**src/eir_pkg.sv**
```systemverilog
// Purpose: Shared constants for the end-of-conversion interrupt block.
// Assumes: APB byte addresses, one 32-bit word per register.
// Notes: Field positions refer to the configuration word.
package eir_pkg;

  // ****************************************
  // Register map
  // ****************************************
  localparam logic [7:0] EIR_A_CFG = 8'h00;
  localparam logic [7:0] EIR_A_HIGH = 8'h04;
  localparam logic [7:0] EIR_A_LOW = 8'h08;
  localparam logic [7:0] EIR_A_STS = 8'h0c;
  localparam logic [7:0] EIR_A_MASK = 8'h10;
  localparam logic [7:0] EIR_A_RES = 8'h14;

  // ****************************************
  // Configuration fields
  // ****************************************
  localparam int EIR_F_MODE = 0;
  localparam int EIR_F_LATCH = 2;
  localparam int EIR_F_SENSE = 3;
  localparam int EIR_F_FAULT = 4;
  localparam int EIR_F_FH = 6;
  localparam int EIR_F_FL = 7;
  localparam int EIR_F_RDY = 8;
  localparam int EIR_F_ACT = 9;
  localparam logic [1:0] EIR_MODE_OFF = 2'h0;
  localparam logic [1:0] EIR_EOC_CODE = 2'h3;

  // ****************************************
  // Reset values
  // ****************************************
  localparam logic [15:0] EIR_HIGH_RST = 16'hbfff;
  localparam logic [15:0] EIR_LOW_RST = 16'h0000;
  localparam logic [1:0] EIR_MODE_RST = 2'h0;
  localparam logic EIR_LATCH_RST = 1'b1;
  localparam logic EIR_SENSE_RST = 1'b0;
  localparam logic [1:0] EIR_FAULT_RST = 2'h0;

  // ****************************************
  // Interrupt status bits
  // ****************************************
  localparam int EIR_S_CONV = 0;
  localparam int EIR_S_HIGH = 1;
  localparam int EIR_S_LOW = 2;
  localparam int EIR_S_ALERT = 3;
  localparam int EIR_NSTS = 4;

endpackage

```
**src/eir_top.sv**
```systemverilog
// Purpose: Interrupt reporting with end-of-conversion signalling.
// Assumes: Link pins are asynchronous and sampled on pclk.
// Notes: Registers are reached over APB with zero wait states.
`timescale 1ns/1ps

// Notes on behaviour
// - Low limit top bits 11b select eoc.
// - Plain completion: ready set; pin active in eoc.
// - Eoc pin cleared by read, active-mode write, latched alert.
// - Latched high hit: high flag, pin, ready.
// - Latched low hit: low flag, pin, ready.
// - Latched read clears flags, ready, pin.
// - Shutdown write keeps ready; pin too, unless it leaves latched mode outside eoc.
// - Active-mode write clears ready; pin too in eoc.
// - Transparent high hit sets high, clears low.
// - Transparent low hit sets low, clears high.
// - Transparent read clears ready; pin only in eoc.
// - Eoc works with either comparison style.
// - Pin level follows state and sense.
// - Ready self-clears after config read.
// - Crossing needs programmed consecutive count.
module eir_top
  import eir_pkg::*;
#(
  parameter int RES_W = 16
)
(
  input wire logic pclk,
  input wire logic presetn,
  input wire logic psel,
  input wire logic penable,
  input wire logic pwrite,
  input wire logic [7:0] paddr,
  input wire logic [31:0] pwdata,
  output logic [31:0] prdata,
  output logic pready,
  output logic pslverr,
  input wire logic link_clk,
  input wire logic conv_done,
  input wire logic [RES_W-1:0] conv_result,
  input wire logic alert_ack,
  output logic int_pin,
  output logic irq
);

  // ****************************************
  // Link synchronisers
  // ****************************************
  logic [2:0] clk_s_r;
  logic [1:0] done_s_r;
  logic [1:0] alrt_s_r;
  logic [RES_W-1:0] res_s1_r, res_s2_r;
  logic done_l_r, done_l_nxt;
  logic alrt_l_r, alrt_l_nxt;
  logic link_rise, conv_ev, alert_ev;

  // Two flops per pin; the third clock flop only feeds edge detection.
  always_ff @(posedge pclk or negedge presetn)
  begin
    if (!presetn)
    begin
      clk_s_r <= 3'h0;
      done_s_r <= 2'h0;
      alrt_s_r <= 2'h0;
      res_s1_r <= '0;
      res_s2_r <= '0;
    end
    else
    begin
      clk_s_r <= {clk_s_r[1:0], link_clk};
      done_s_r <= {done_s_r[0], conv_done};
      alrt_s_r <= {alrt_s_r[0], alert_ack};
      res_s1_r <= conv_result;
      res_s2_r <= res_s1_r;
    end
  end

  // Pins count only at rising link clock edges, once per rising level.
  always_comb
  begin
    link_rise = clk_s_r[1] & ~clk_s_r[2];
    conv_ev = link_rise & done_s_r[1] & ~done_l_r;
    alert_ev = link_rise & alrt_s_r[1] & ~alrt_l_r;
    done_l_nxt = link_rise ? done_s_r[1] : done_l_r;
    alrt_l_nxt = link_rise ? alrt_s_r[1] : alrt_l_r;
  end

  // Registers the levels seen at the last link edge.
  always_ff @(posedge pclk or negedge presetn)
  begin
    if (!presetn)
    begin
      done_l_r <= 1'b0;
      alrt_l_r <= 1'b0;
    end
    else
    begin
      done_l_r <= done_l_nxt;
      alrt_l_r <= alrt_l_nxt;
    end
  end

  // ****************************************
  // APB decode
  // ****************************************
  logic setup, acc, hit;
  logic acc_wr, acc_rd;
  logic cfg_rd, cfg_wr, sts_rd;

  // Zero wait states; unmapped addresses answer with an error.
  always_comb
  begin
    setup = psel & ~penable;
    acc = psel & penable;
    hit = (paddr == EIR_A_CFG) | (paddr == EIR_A_HIGH)
      | (paddr == EIR_A_LOW) | (paddr == EIR_A_STS)
      | (paddr == EIR_A_MASK) | (paddr == EIR_A_RES);
    acc_wr = acc & pwrite & hit;
    acc_rd = acc & ~pwrite & hit;
    cfg_rd = acc_rd & (paddr == EIR_A_CFG);
    cfg_wr = acc_wr & (paddr == EIR_A_CFG);
    sts_rd = acc_rd & (paddr == EIR_A_STS);
    pready = acc;
    pslverr = acc & ~hit;
  end

  // ****************************************
  // Reporting state
  // ****************************************
  logic [1:0] mode_r, mode_nxt;
  logic latch_r, latch_nxt;
  logic sense_r, sense_nxt;
  logic [1:0] fault_r, fault_nxt;
  logic [15:0] high_r, high_nxt;
  logic [15:0] low_r, low_nxt;
  logic [RES_W-1:0] res_r, res_nxt;
  logic fh_r, fh_nxt;
  logic fl_r, fl_nxt;
  logic rdy_r, rdy_nxt;
  logic act_r, act_nxt;
  logic pin_r, pin_nxt;
  logic [3:0] hcnt_r, hcnt_nxt;
  logic [3:0] lcnt_r, lcnt_nxt;
  logic [EIR_NSTS-1:0] sts_r, sts_nxt;
  logic [EIR_NSTS-1:0] mask_r, mask_nxt;
  logic [EIR_NSTS-1:0] sts_set;
  logic [31:0] rd_r, rd_nxt;
  logic [31:0] cfg_word;
  logic [3:0] need;
  logic eoc, above, below;
  logic hi_hit, lo_hit;

  // Computes every next value except read data: completion first, then access clears.
  always_comb
  begin
    mode_nxt = mode_r;
    latch_nxt = latch_r;
    sense_nxt = sense_r;
    fault_nxt = fault_r;
    high_nxt = high_r;
    low_nxt = low_r;
    res_nxt = res_r;
    fh_nxt = fh_r;
    fl_nxt = fl_r;
    rdy_nxt = rdy_r;
    act_nxt = act_r;
    hcnt_nxt = hcnt_r;
    lcnt_nxt = lcnt_r;
    mask_nxt = mask_r;
    sts_set = '0;
    eoc = low_r[15:14] == EIR_EOC_CODE;
    need = 4'h1 << fault_r;
    above = 16'(res_s2_r) > high_r;
    below = 16'(res_s2_r) < low_r;
    // Prior count against need minus one; a saturated count cannot wrap.
    hi_hit = above & (hcnt_r >= (need - 4'h1));
    lo_hit = below & (lcnt_r >= (need - 4'h1));
    if (conv_ev)
    begin
      res_nxt = res_s2_r;
      hcnt_nxt = above ? ((hcnt_r == 4'hf) ? hcnt_r : hcnt_r + 4'h1)
        : 4'h0;
      lcnt_nxt = below ? ((lcnt_r == 4'hf) ? lcnt_r : lcnt_r + 4'h1)
        : 4'h0;
      rdy_nxt = 1'b1;
      sts_set[EIR_S_CONV] = 1'b1;
      if (eoc)
        act_nxt = 1'b1;
      if (hi_hit)
      begin
        fh_nxt = 1'b1;
        act_nxt = 1'b1;
        sts_set[EIR_S_HIGH] = 1'b1;
        if (!latch_r)
          fl_nxt = 1'b0;
      end
      if (lo_hit)
      begin
        fl_nxt = 1'b1;
        sts_set[EIR_S_LOW] = 1'b1;
        if (!latch_r)
          fh_nxt = 1'b0;
        act_nxt = eoc | latch_r;
      end
    end
    if (cfg_rd)
    begin
      rdy_nxt = 1'b0;
      if (latch_r)
      begin
        fh_nxt = 1'b0;
        fl_nxt = 1'b0;
        act_nxt = 1'b0;
      end
      else if (eoc)
        act_nxt = 1'b0;
    end
    if (cfg_wr)
    begin
      mode_nxt = pwdata[EIR_F_MODE +: 2];
      latch_nxt = pwdata[EIR_F_LATCH];
      sense_nxt = pwdata[EIR_F_SENSE];
      fault_nxt = pwdata[EIR_F_FAULT +: 2];
      if (pwdata[EIR_F_MODE +: 2] != EIR_MODE_OFF)
      begin
        rdy_nxt = 1'b0;
        if (eoc)
          act_nxt = 1'b0;
      end
      if (latch_r && !pwdata[EIR_F_LATCH] && !eoc)
        act_nxt = 1'b0;
    end
    if (alert_ev && latch_r)
    begin
      act_nxt = 1'b0;
      sts_set[EIR_S_ALERT] = 1'b1;
    end
    if (acc_wr && paddr == EIR_A_HIGH)
      high_nxt = pwdata[15:0];
    if (acc_wr && paddr == EIR_A_LOW)
      low_nxt = pwdata[15:0];
    if (acc_wr && paddr == EIR_A_MASK)
      mask_nxt = pwdata[EIR_NSTS-1:0];
    // A new event wins over the clear from a status read.
    sts_nxt = (sts_rd ? '0 : sts_r) | sts_set;
    // Inactive level tracks the sense bit as well as the state.
    pin_nxt = act_nxt ? sense_nxt : ~sense_nxt;
  end

  // Read data is captured in the setup cycle, before side effects.
  always_comb
  begin
    cfg_word = '0;
    cfg_word[EIR_F_MODE +: 2] = mode_r;
    cfg_word[EIR_F_LATCH] = latch_r;
    cfg_word[EIR_F_SENSE] = sense_r;
    cfg_word[EIR_F_FAULT +: 2] = fault_r;
    cfg_word[EIR_F_FH] = fh_r;
    cfg_word[EIR_F_FL] = fl_r;
    cfg_word[EIR_F_RDY] = rdy_r;
    cfg_word[EIR_F_ACT] = act_r;
    rd_nxt = rd_r;
    if (setup && !pwrite)
    begin
      unique case (paddr)
        EIR_A_CFG: rd_nxt = cfg_word;
        EIR_A_HIGH: rd_nxt = {16'h0000, high_r};
        EIR_A_LOW: rd_nxt = {16'h0000, low_r};
        EIR_A_STS: rd_nxt = {28'h0000000, sts_r};
        EIR_A_MASK: rd_nxt = {28'h0000000, mask_r};
        EIR_A_RES: rd_nxt = 32'(res_r);
        default: rd_nxt = 32'h00000000;
      endcase
    end
  end

  // Registers the reporting state.
  always_ff @(posedge pclk or negedge presetn)
  begin
    if (!presetn)
    begin
      mode_r <= EIR_MODE_RST;
      latch_r <= EIR_LATCH_RST;
      sense_r <= EIR_SENSE_RST;
      fault_r <= EIR_FAULT_RST;
      high_r <= EIR_HIGH_RST;
      low_r <= EIR_LOW_RST;
      res_r <= '0;
      fh_r <= 1'b0;
      fl_r <= 1'b0;
      rdy_r <= 1'b0;
      act_r <= 1'b0;
      pin_r <= 1'b1;
      hcnt_r <= 4'h0;
      lcnt_r <= 4'h0;
      sts_r <= '0;
      mask_r <= '0;
      rd_r <= 32'h00000000;
    end
    else
    begin
      mode_r <= mode_nxt;
      latch_r <= latch_nxt;
      sense_r <= sense_nxt;
      fault_r <= fault_nxt;
      high_r <= high_nxt;
      low_r <= low_nxt;
      res_r <= res_nxt;
      fh_r <= fh_nxt;
      fl_r <= fl_nxt;
      rdy_r <= rdy_nxt;
      act_r <= act_nxt;
      pin_r <= pin_nxt;
      hcnt_r <= hcnt_nxt;
      lcnt_r <= lcnt_nxt;
      sts_r <= sts_nxt;
      mask_r <= mask_nxt;
      rd_r <= rd_nxt;
    end
  end

  // ****************************************
  // Outputs
  // ****************************************

  // Pin and read data come from flops; irq is a masked level.
  always_comb
  begin
    int_pin = pin_r;
    prdata = rd_r;
    irq = |(sts_r & mask_r);
  end

endmodule

```
**config.mk**
```make
export PLATFORM = sky130hd
export DESIGN_NAME = eir_top
export DESIGN_NICKNAME = d
export VERILOG_FILES = /design/src/eir_pkg.sv /design/src/eir_top.sv
export SDC_FILE = /design/constraint.sdc
export NUM_CORES = 1
export LEC_CHECK = 0
export ABC_CLOCK_PERIOD_IN_PS = 4880
export BUFFER_PORTS_ARGS = -buffer_cell sky130_fd_sc_hd__buf_2
export CORE_UTILIZATION = 45
export CTS_BUF_LIST = sky130_fd_sc_hd__clkbuf_16
export DETAILED_ROUTE_END_ITERATION = 8
export GPL_ROUTABILITY_DRIVEN = 0
export PLACE_DENSITY = 0.75
export SLEW_MARGIN = 20
export SYNTH_ARGS = -nofsm -noshare
export SYNTH_HDL_FRONTEND = slang
export SYNTH_SLANG_ARGS = --single-unit
```
**constraint.sdc**
```tcl
create_clock -name pclk -period 4.88 [get_ports pclk]
set_input_delay 0.488 -clock pclk [delete_from_list [all_inputs] [get_ports pclk]]
set_output_delay 0.488 -clock pclk [all_outputs]
set_load 0.05 [all_outputs]
```
-- Word level (Yosys, flattened, before mapping)
Cells that the tools add are included.
- register bits: 148
- input port bits: 64
- output and inout bits: 36
- word-level logic and storage cells: 129
- add/subtract/negate cells: 3
- $lt $le $gt $ge: 4
- equal/unequal tests: 10
- shifts and indexed selects: 1
- muxes and demuxes: 40
- bitwise gates (word level): 32
- reduce and logical (&&, ||, !) cells: 15
- operator list (kind ; number):
    $pmux W16 S6 ; 1
    $mux W1 ; 33
    $mux W4 ; 5
    $and A1 B1 Y1 ; 17
    $eq A8 B4 Y1 const B ; 2
    $eq A8 B5 Y1 const B ; 2
    $gt A16 B16 Y1 ; 1
    $lt A16 B16 Y1 ; 1
    $add A4 B1 Y4 const B ; 2
    $eq A4 B4 Y1 const B ; 2
    $eq A8 B3 Y1 const B ; 1
    $ge A4 B4 Y1 ; 2
    $logic_not A8 Y1 ; 1
    $logic_and A1 B1 Y1 ; 7
    $not A1 Y1 ; 7
    $or A1 B1 Y1 ; 6
    $and A4 B4 Y4 ; 1
    $ne A2 B2 Y1 const B ; 2
    $or A4 B4 Y4 ; 1
    $reduce_and A2 Y1 ; 2
    $reduce_or A4 Y1 ; 1
    $shl A1 B2 Y4 const A ; 1
    $sub A4 B1 Y4 const B ; 1
    $logic_not A1 Y1 ; 3
    other kinds (3) ; 3

-- Logic depth before layout (Yosys ltp)
- word-level depth: 16
- depth in mapped cells: 8

-- Least setup slack after synthesis
Ideal clock, no wire load.
- path kind: input-to-reg
- start point: input port paddr[7]
- end point: register low_r[10]
- arrival: 2251 ps
- data required time: 4755 ps
- slack: 2504 ps
- stages on the path: 7
- buffers on the path: 2
- path through: or4_4 or2_1 buf_6 nor4b_4 nand2_4 buf_6 mux2_4
- cells in the longest elaborated chain, start to end: 8
- ends and longest elaborated chain (item ; RTL line ; text):
    from (decl) ; eir_top.sv:33 ; input wire logic [7:0] paddr,
    $eq A8 B3 Y1 or $logic_not A8 Y1 (tied branches) ; eir_top.sv:115 ; hit = (paddr == EIR_A_CFG) | (paddr == EIR_A_HIGH)
    $or A1 B1 Y1 ; eir_top.sv:115 ;
    $or A1 B1 Y1 (2 in a row) ; eir_top.sv:116 ; | (paddr == EIR_A_LOW) | (paddr == EIR_A_STS)
    $or A1 B1 Y1 (2 in a row) ; eir_top.sv:117 ; | (paddr == EIR_A_MASK) | (paddr == EIR_A_RES);
    $and A1 B1 Y1 ; eir_top.sv:118 ; acc_wr = acc & pwrite & hit;
    $logic_and A1 B1 Y1 * ; eir_top.sv:240 ; if (acc_wr && paddr == EIR_A_LOW)
    to (signal assigned) ; eir_top.sv:307 ; low_r <= low_nxt;
    to (decl) ; eir_top.sv:135 ; logic [15:0] low_r, low_nxt;
Mark *: on every way between the ends. The rest lies on a longest branch, timed or not.
A chain may end at the register's enable or synchronous reset.

-- Final worst setup path
- start point: register low_r[1]
- end point: register fh_r
- cells in the longest elaborated chain, start to end: 6
- ends and longest elaborated chain (item ; RTL line ; text):
    $lt A16 B16 Y1 * ; eir_top.sv:174 ; below = 16'(res_s2_r) < low_r;
    $and A1 B1 Y1 * ; eir_top.sv:177 ; lo_hit = below & (lcnt_r >= (need - 4'h1));
    $mux W1 * ; eir_top.sv:197 ; if (lo_hit)
    $mux W1 * ; eir_top.sv:178 ; if (conv_ev)
    $mux W1 ; eir_top.sv:209 ; if (latch_r)
    $mux W1 * ; eir_top.sv:206 ; if (cfg_rd)
    via fh_nxt ; eir_top.sv:137 ; logic fh_r, fh_nxt;
    to (signal assigned) ; eir_top.sv:309 ; fh_r <= fh_nxt;
    to (decl) ; eir_top.sv:137 ;
The timed path passes the listed nets; every way through them passes the cells marked *.

==> out/results.ini <==
[run_status]
status=finished, final reports clean

[drt]
wire_per_inst_um=17.8
final_antenna_net_count=0
route.detailed.drc=0
totalWireLength_mm=14.3
dr.pass1.iters=5
drtIter0Drc=333
routed_via_density=5.66
route.vias.total=4553

[timing]
min_period_over_period_pct=61.5
fmax_mhz=333
finalHoldViolCount=0
slew_viol_final=0
rsz0062_at_grt=no
slew_headroom_pct=38.9
fin_tns_setup_ns=0
finalCriticalPeriod_ns=3.00
tightest_slew_ns=0.913
clock_skew_ns=0.0103
setup_viol=0
holdWs_ns=0.175

[worst_setup_path]
crit_type=register to register
crit_buf_inv=1
start_kind=register
crit_family=simple AND/OR/NAND/NOR gates
r2r-start=low_r[1]
crit_start=low_r[1]
cp.required_ns=5.18
end_kind=register
cp_max_fo=8
slowest_delay_ns=0.72
crit_chain=inv_1 > ha_1 > a2111oi_0 > nor4_1 > nor4_2 > nand3_1 > o221a_2
worstPathArrival_ns=3.31
worst_path_max_delay_cell=nor4_2

[synthesis]
syn_inst=539
synth_cell_types=67
synth_compound_area_share_pct=12.2
synth_top_family_by_area=compound AO/OA/AOI/OAI gates
netlist_area_um2=6380
ys.flop_type=dfrtp_1
ys_top_cells_by_area=dfrtp_1, mux2_2, ha_1, dfstp_2, inv_1
synth_area_per_cell_um2=11.8
ys_async_sr_fraction_pct=100
yosys.area_share.adder_pct=8.05
synth.most_common_cell=dfrtp_1
synth_xor_area_share_pct=0
netlist.top_cell.by_area=dfrtp_1
synth.area.mux_share_pct=12.0
ys_warn_count=0
synth-simple-area-share_pct=9.56
synth_seq_cells=132
synth_top_area_share_pct=45.1
seq_area_frac_synth_pct=52.1
synth_edf_count=0
synthTopCellsByCount=dfrtp_1, mux2_2, inv_1

[placement]
hpwl_mm=10.4
port_buffers=67
dp.cells=772

[pwr]
powerDensity_nw_per_um2=372
internal-power_mw=2.02
leakagePower_nw=3.44
clkPwrFrac_pct=41.2
p_comb_share_pct=11.9
seq_power_share_pct=46.9
power_switching_mw=0.722
ir_drop_mv=0.268
p_sw_share_pct=26.3
total_power_mw=2.74

[global_route]
grt_max_degree=54
grt_first_pass_wirelength_mm=23.4
antenna_found_initial=0
grt-ovfl-total=0
grt_pass1_vias=4668
grt_usage_pct=21.1

[final_layout]
fillers=1151
multi_input_area_um2=2740
regArea_um2=3320
syn2layout_area_growth_pct=15.4
nets=717
final_util_pct=53.2
antennaDiodeCount=0
final_cell_count_no_fill=805
drive_gt1_share_pct=30.7

[run]
drv_cap=0

[floorplanning]
coreArea_um2=13800
die_y_um=121
fp.dieW_um=121
ioPinCount=100
start_util_pct=46.1
rows=43
dieArea_um2=14600

[clock_network]
cts_buffer_depth=2
clock-sinks=132
post_cts_resize_count=0
cts_tree=done
clk_root_buffer_cell=clkbuf_16
insertion_delay_ns=0.42
cts-htree-levels=4
cts_buffers=17
clk_pin_slew_ns=0.05

[worst_hold_path]
hold_class=input pin to register
holdCritStartpoint=conv_result[10]

cell type report:
| cell class | instances | area share [%] |
|---|---|---|
| inverters | 44 | 2.24 |
| repair buffers | 72 | 5.13 |
| clock buffers | 17 | 5.78 |
| multi-input cells | 345 | 37.3 |
| well taps | 180 | 3.06 |
| clock inverters | 15 | 1.34 |
| flip-flops and latches | 132 | 45.2 |
cell usage in the layout (no fill, tap or decap), types with 5 or more instances in the layout:
cell	instances
mux2_4	10
inv_1	45
clkinv_2	7
mux2_2	52
ha_1	41
conb_1	18
nand2b_1	5
a21oi_1	32
dfstp_2	17
nand2_1	41
buf_2	66
a222oi_1	5
a21o_1	6
buf_4	5
a22o_1	8
o21ai_0	26
a22oi_1	5
nor3_1	9
dfrtp_1	115
nor2_1	7
nand4_1	9
clkbuf_16	17
nand3_1	8
sequential cells by signal, indices dropped and copies added (netlist names), 4 cells and up:
| name | count |
|---|---|
| high_r | 16 |
| low_r | 16 |
| prdata | 16 |
| res_r | 16 |
| res_s1_r | 16 |
| res_s2_r | 16 |
| hcnt_r | 4 |
| lcnt_r | 4 |
| mask_r | 4 |
| sts_r | 4 |
timing repair:
item                                   in CTS  in global routing
setup buffers                               0                  0
hold buffers                                1                  0
endpoints found under the hold margin      13                  0
through the flow:
step	instance area [um^2]	setup slack [ns]
floorplan	6440	2.50
global placement	6830	1.81
detailed placement	6830	1.77
CTS	7360	1.93
global route	7360	1.75
finish	7360	1.88
metal layers:
metal  vias to the layer above  track usage, %  part of all wire (%)
met5                         -               0                     0
met4                         0            10.6                   2.8
met3                        40            5.97                   6.1
met2                       160            34.9                    49
met1                      2284            25.2                    42
li1                       2069               -                     -
power by group through the flow:
stage	logic [mW]	clock network [mW]	registers, mW
after global placement	0.306	0	1.29
after global routing	0.366	1.20	1.30
after CTS	0.326	1.15	1.28
after detailed placement	0.325	0	1.30
after floorplan	0.225	0	1.28
final	0.326	1.13	1.29
worst paths after layout:
| check | endpoint | slack [ns] | cells after the start |
|---|---|---|---|
| max in group asynchronous | res_r[4] | 3.34 | 3 |
| hold reg to reg | res_s2_r[8] | 0.34 | 0 |
| hold / removal | res_s1_r[10] | 0.17 | 1 |
| setup reg to reg | fh_r | 1.88 | 7 |
| setup / recovery | fh_r | 1.88 | 7 |
| min in group asynchronous | res_r[15] | 0.54 | 2 |
kinds of logic (layout without fill, tap and decap cells):
logic type	Yosys count	in the layout
mux	64	64
buf+inv	78	148
fa+ha+maj	41	41
flops	132	132
other cells	2	18
compound gates	114	114
simple gates	108	108
(Power assumes the default switching activity.)
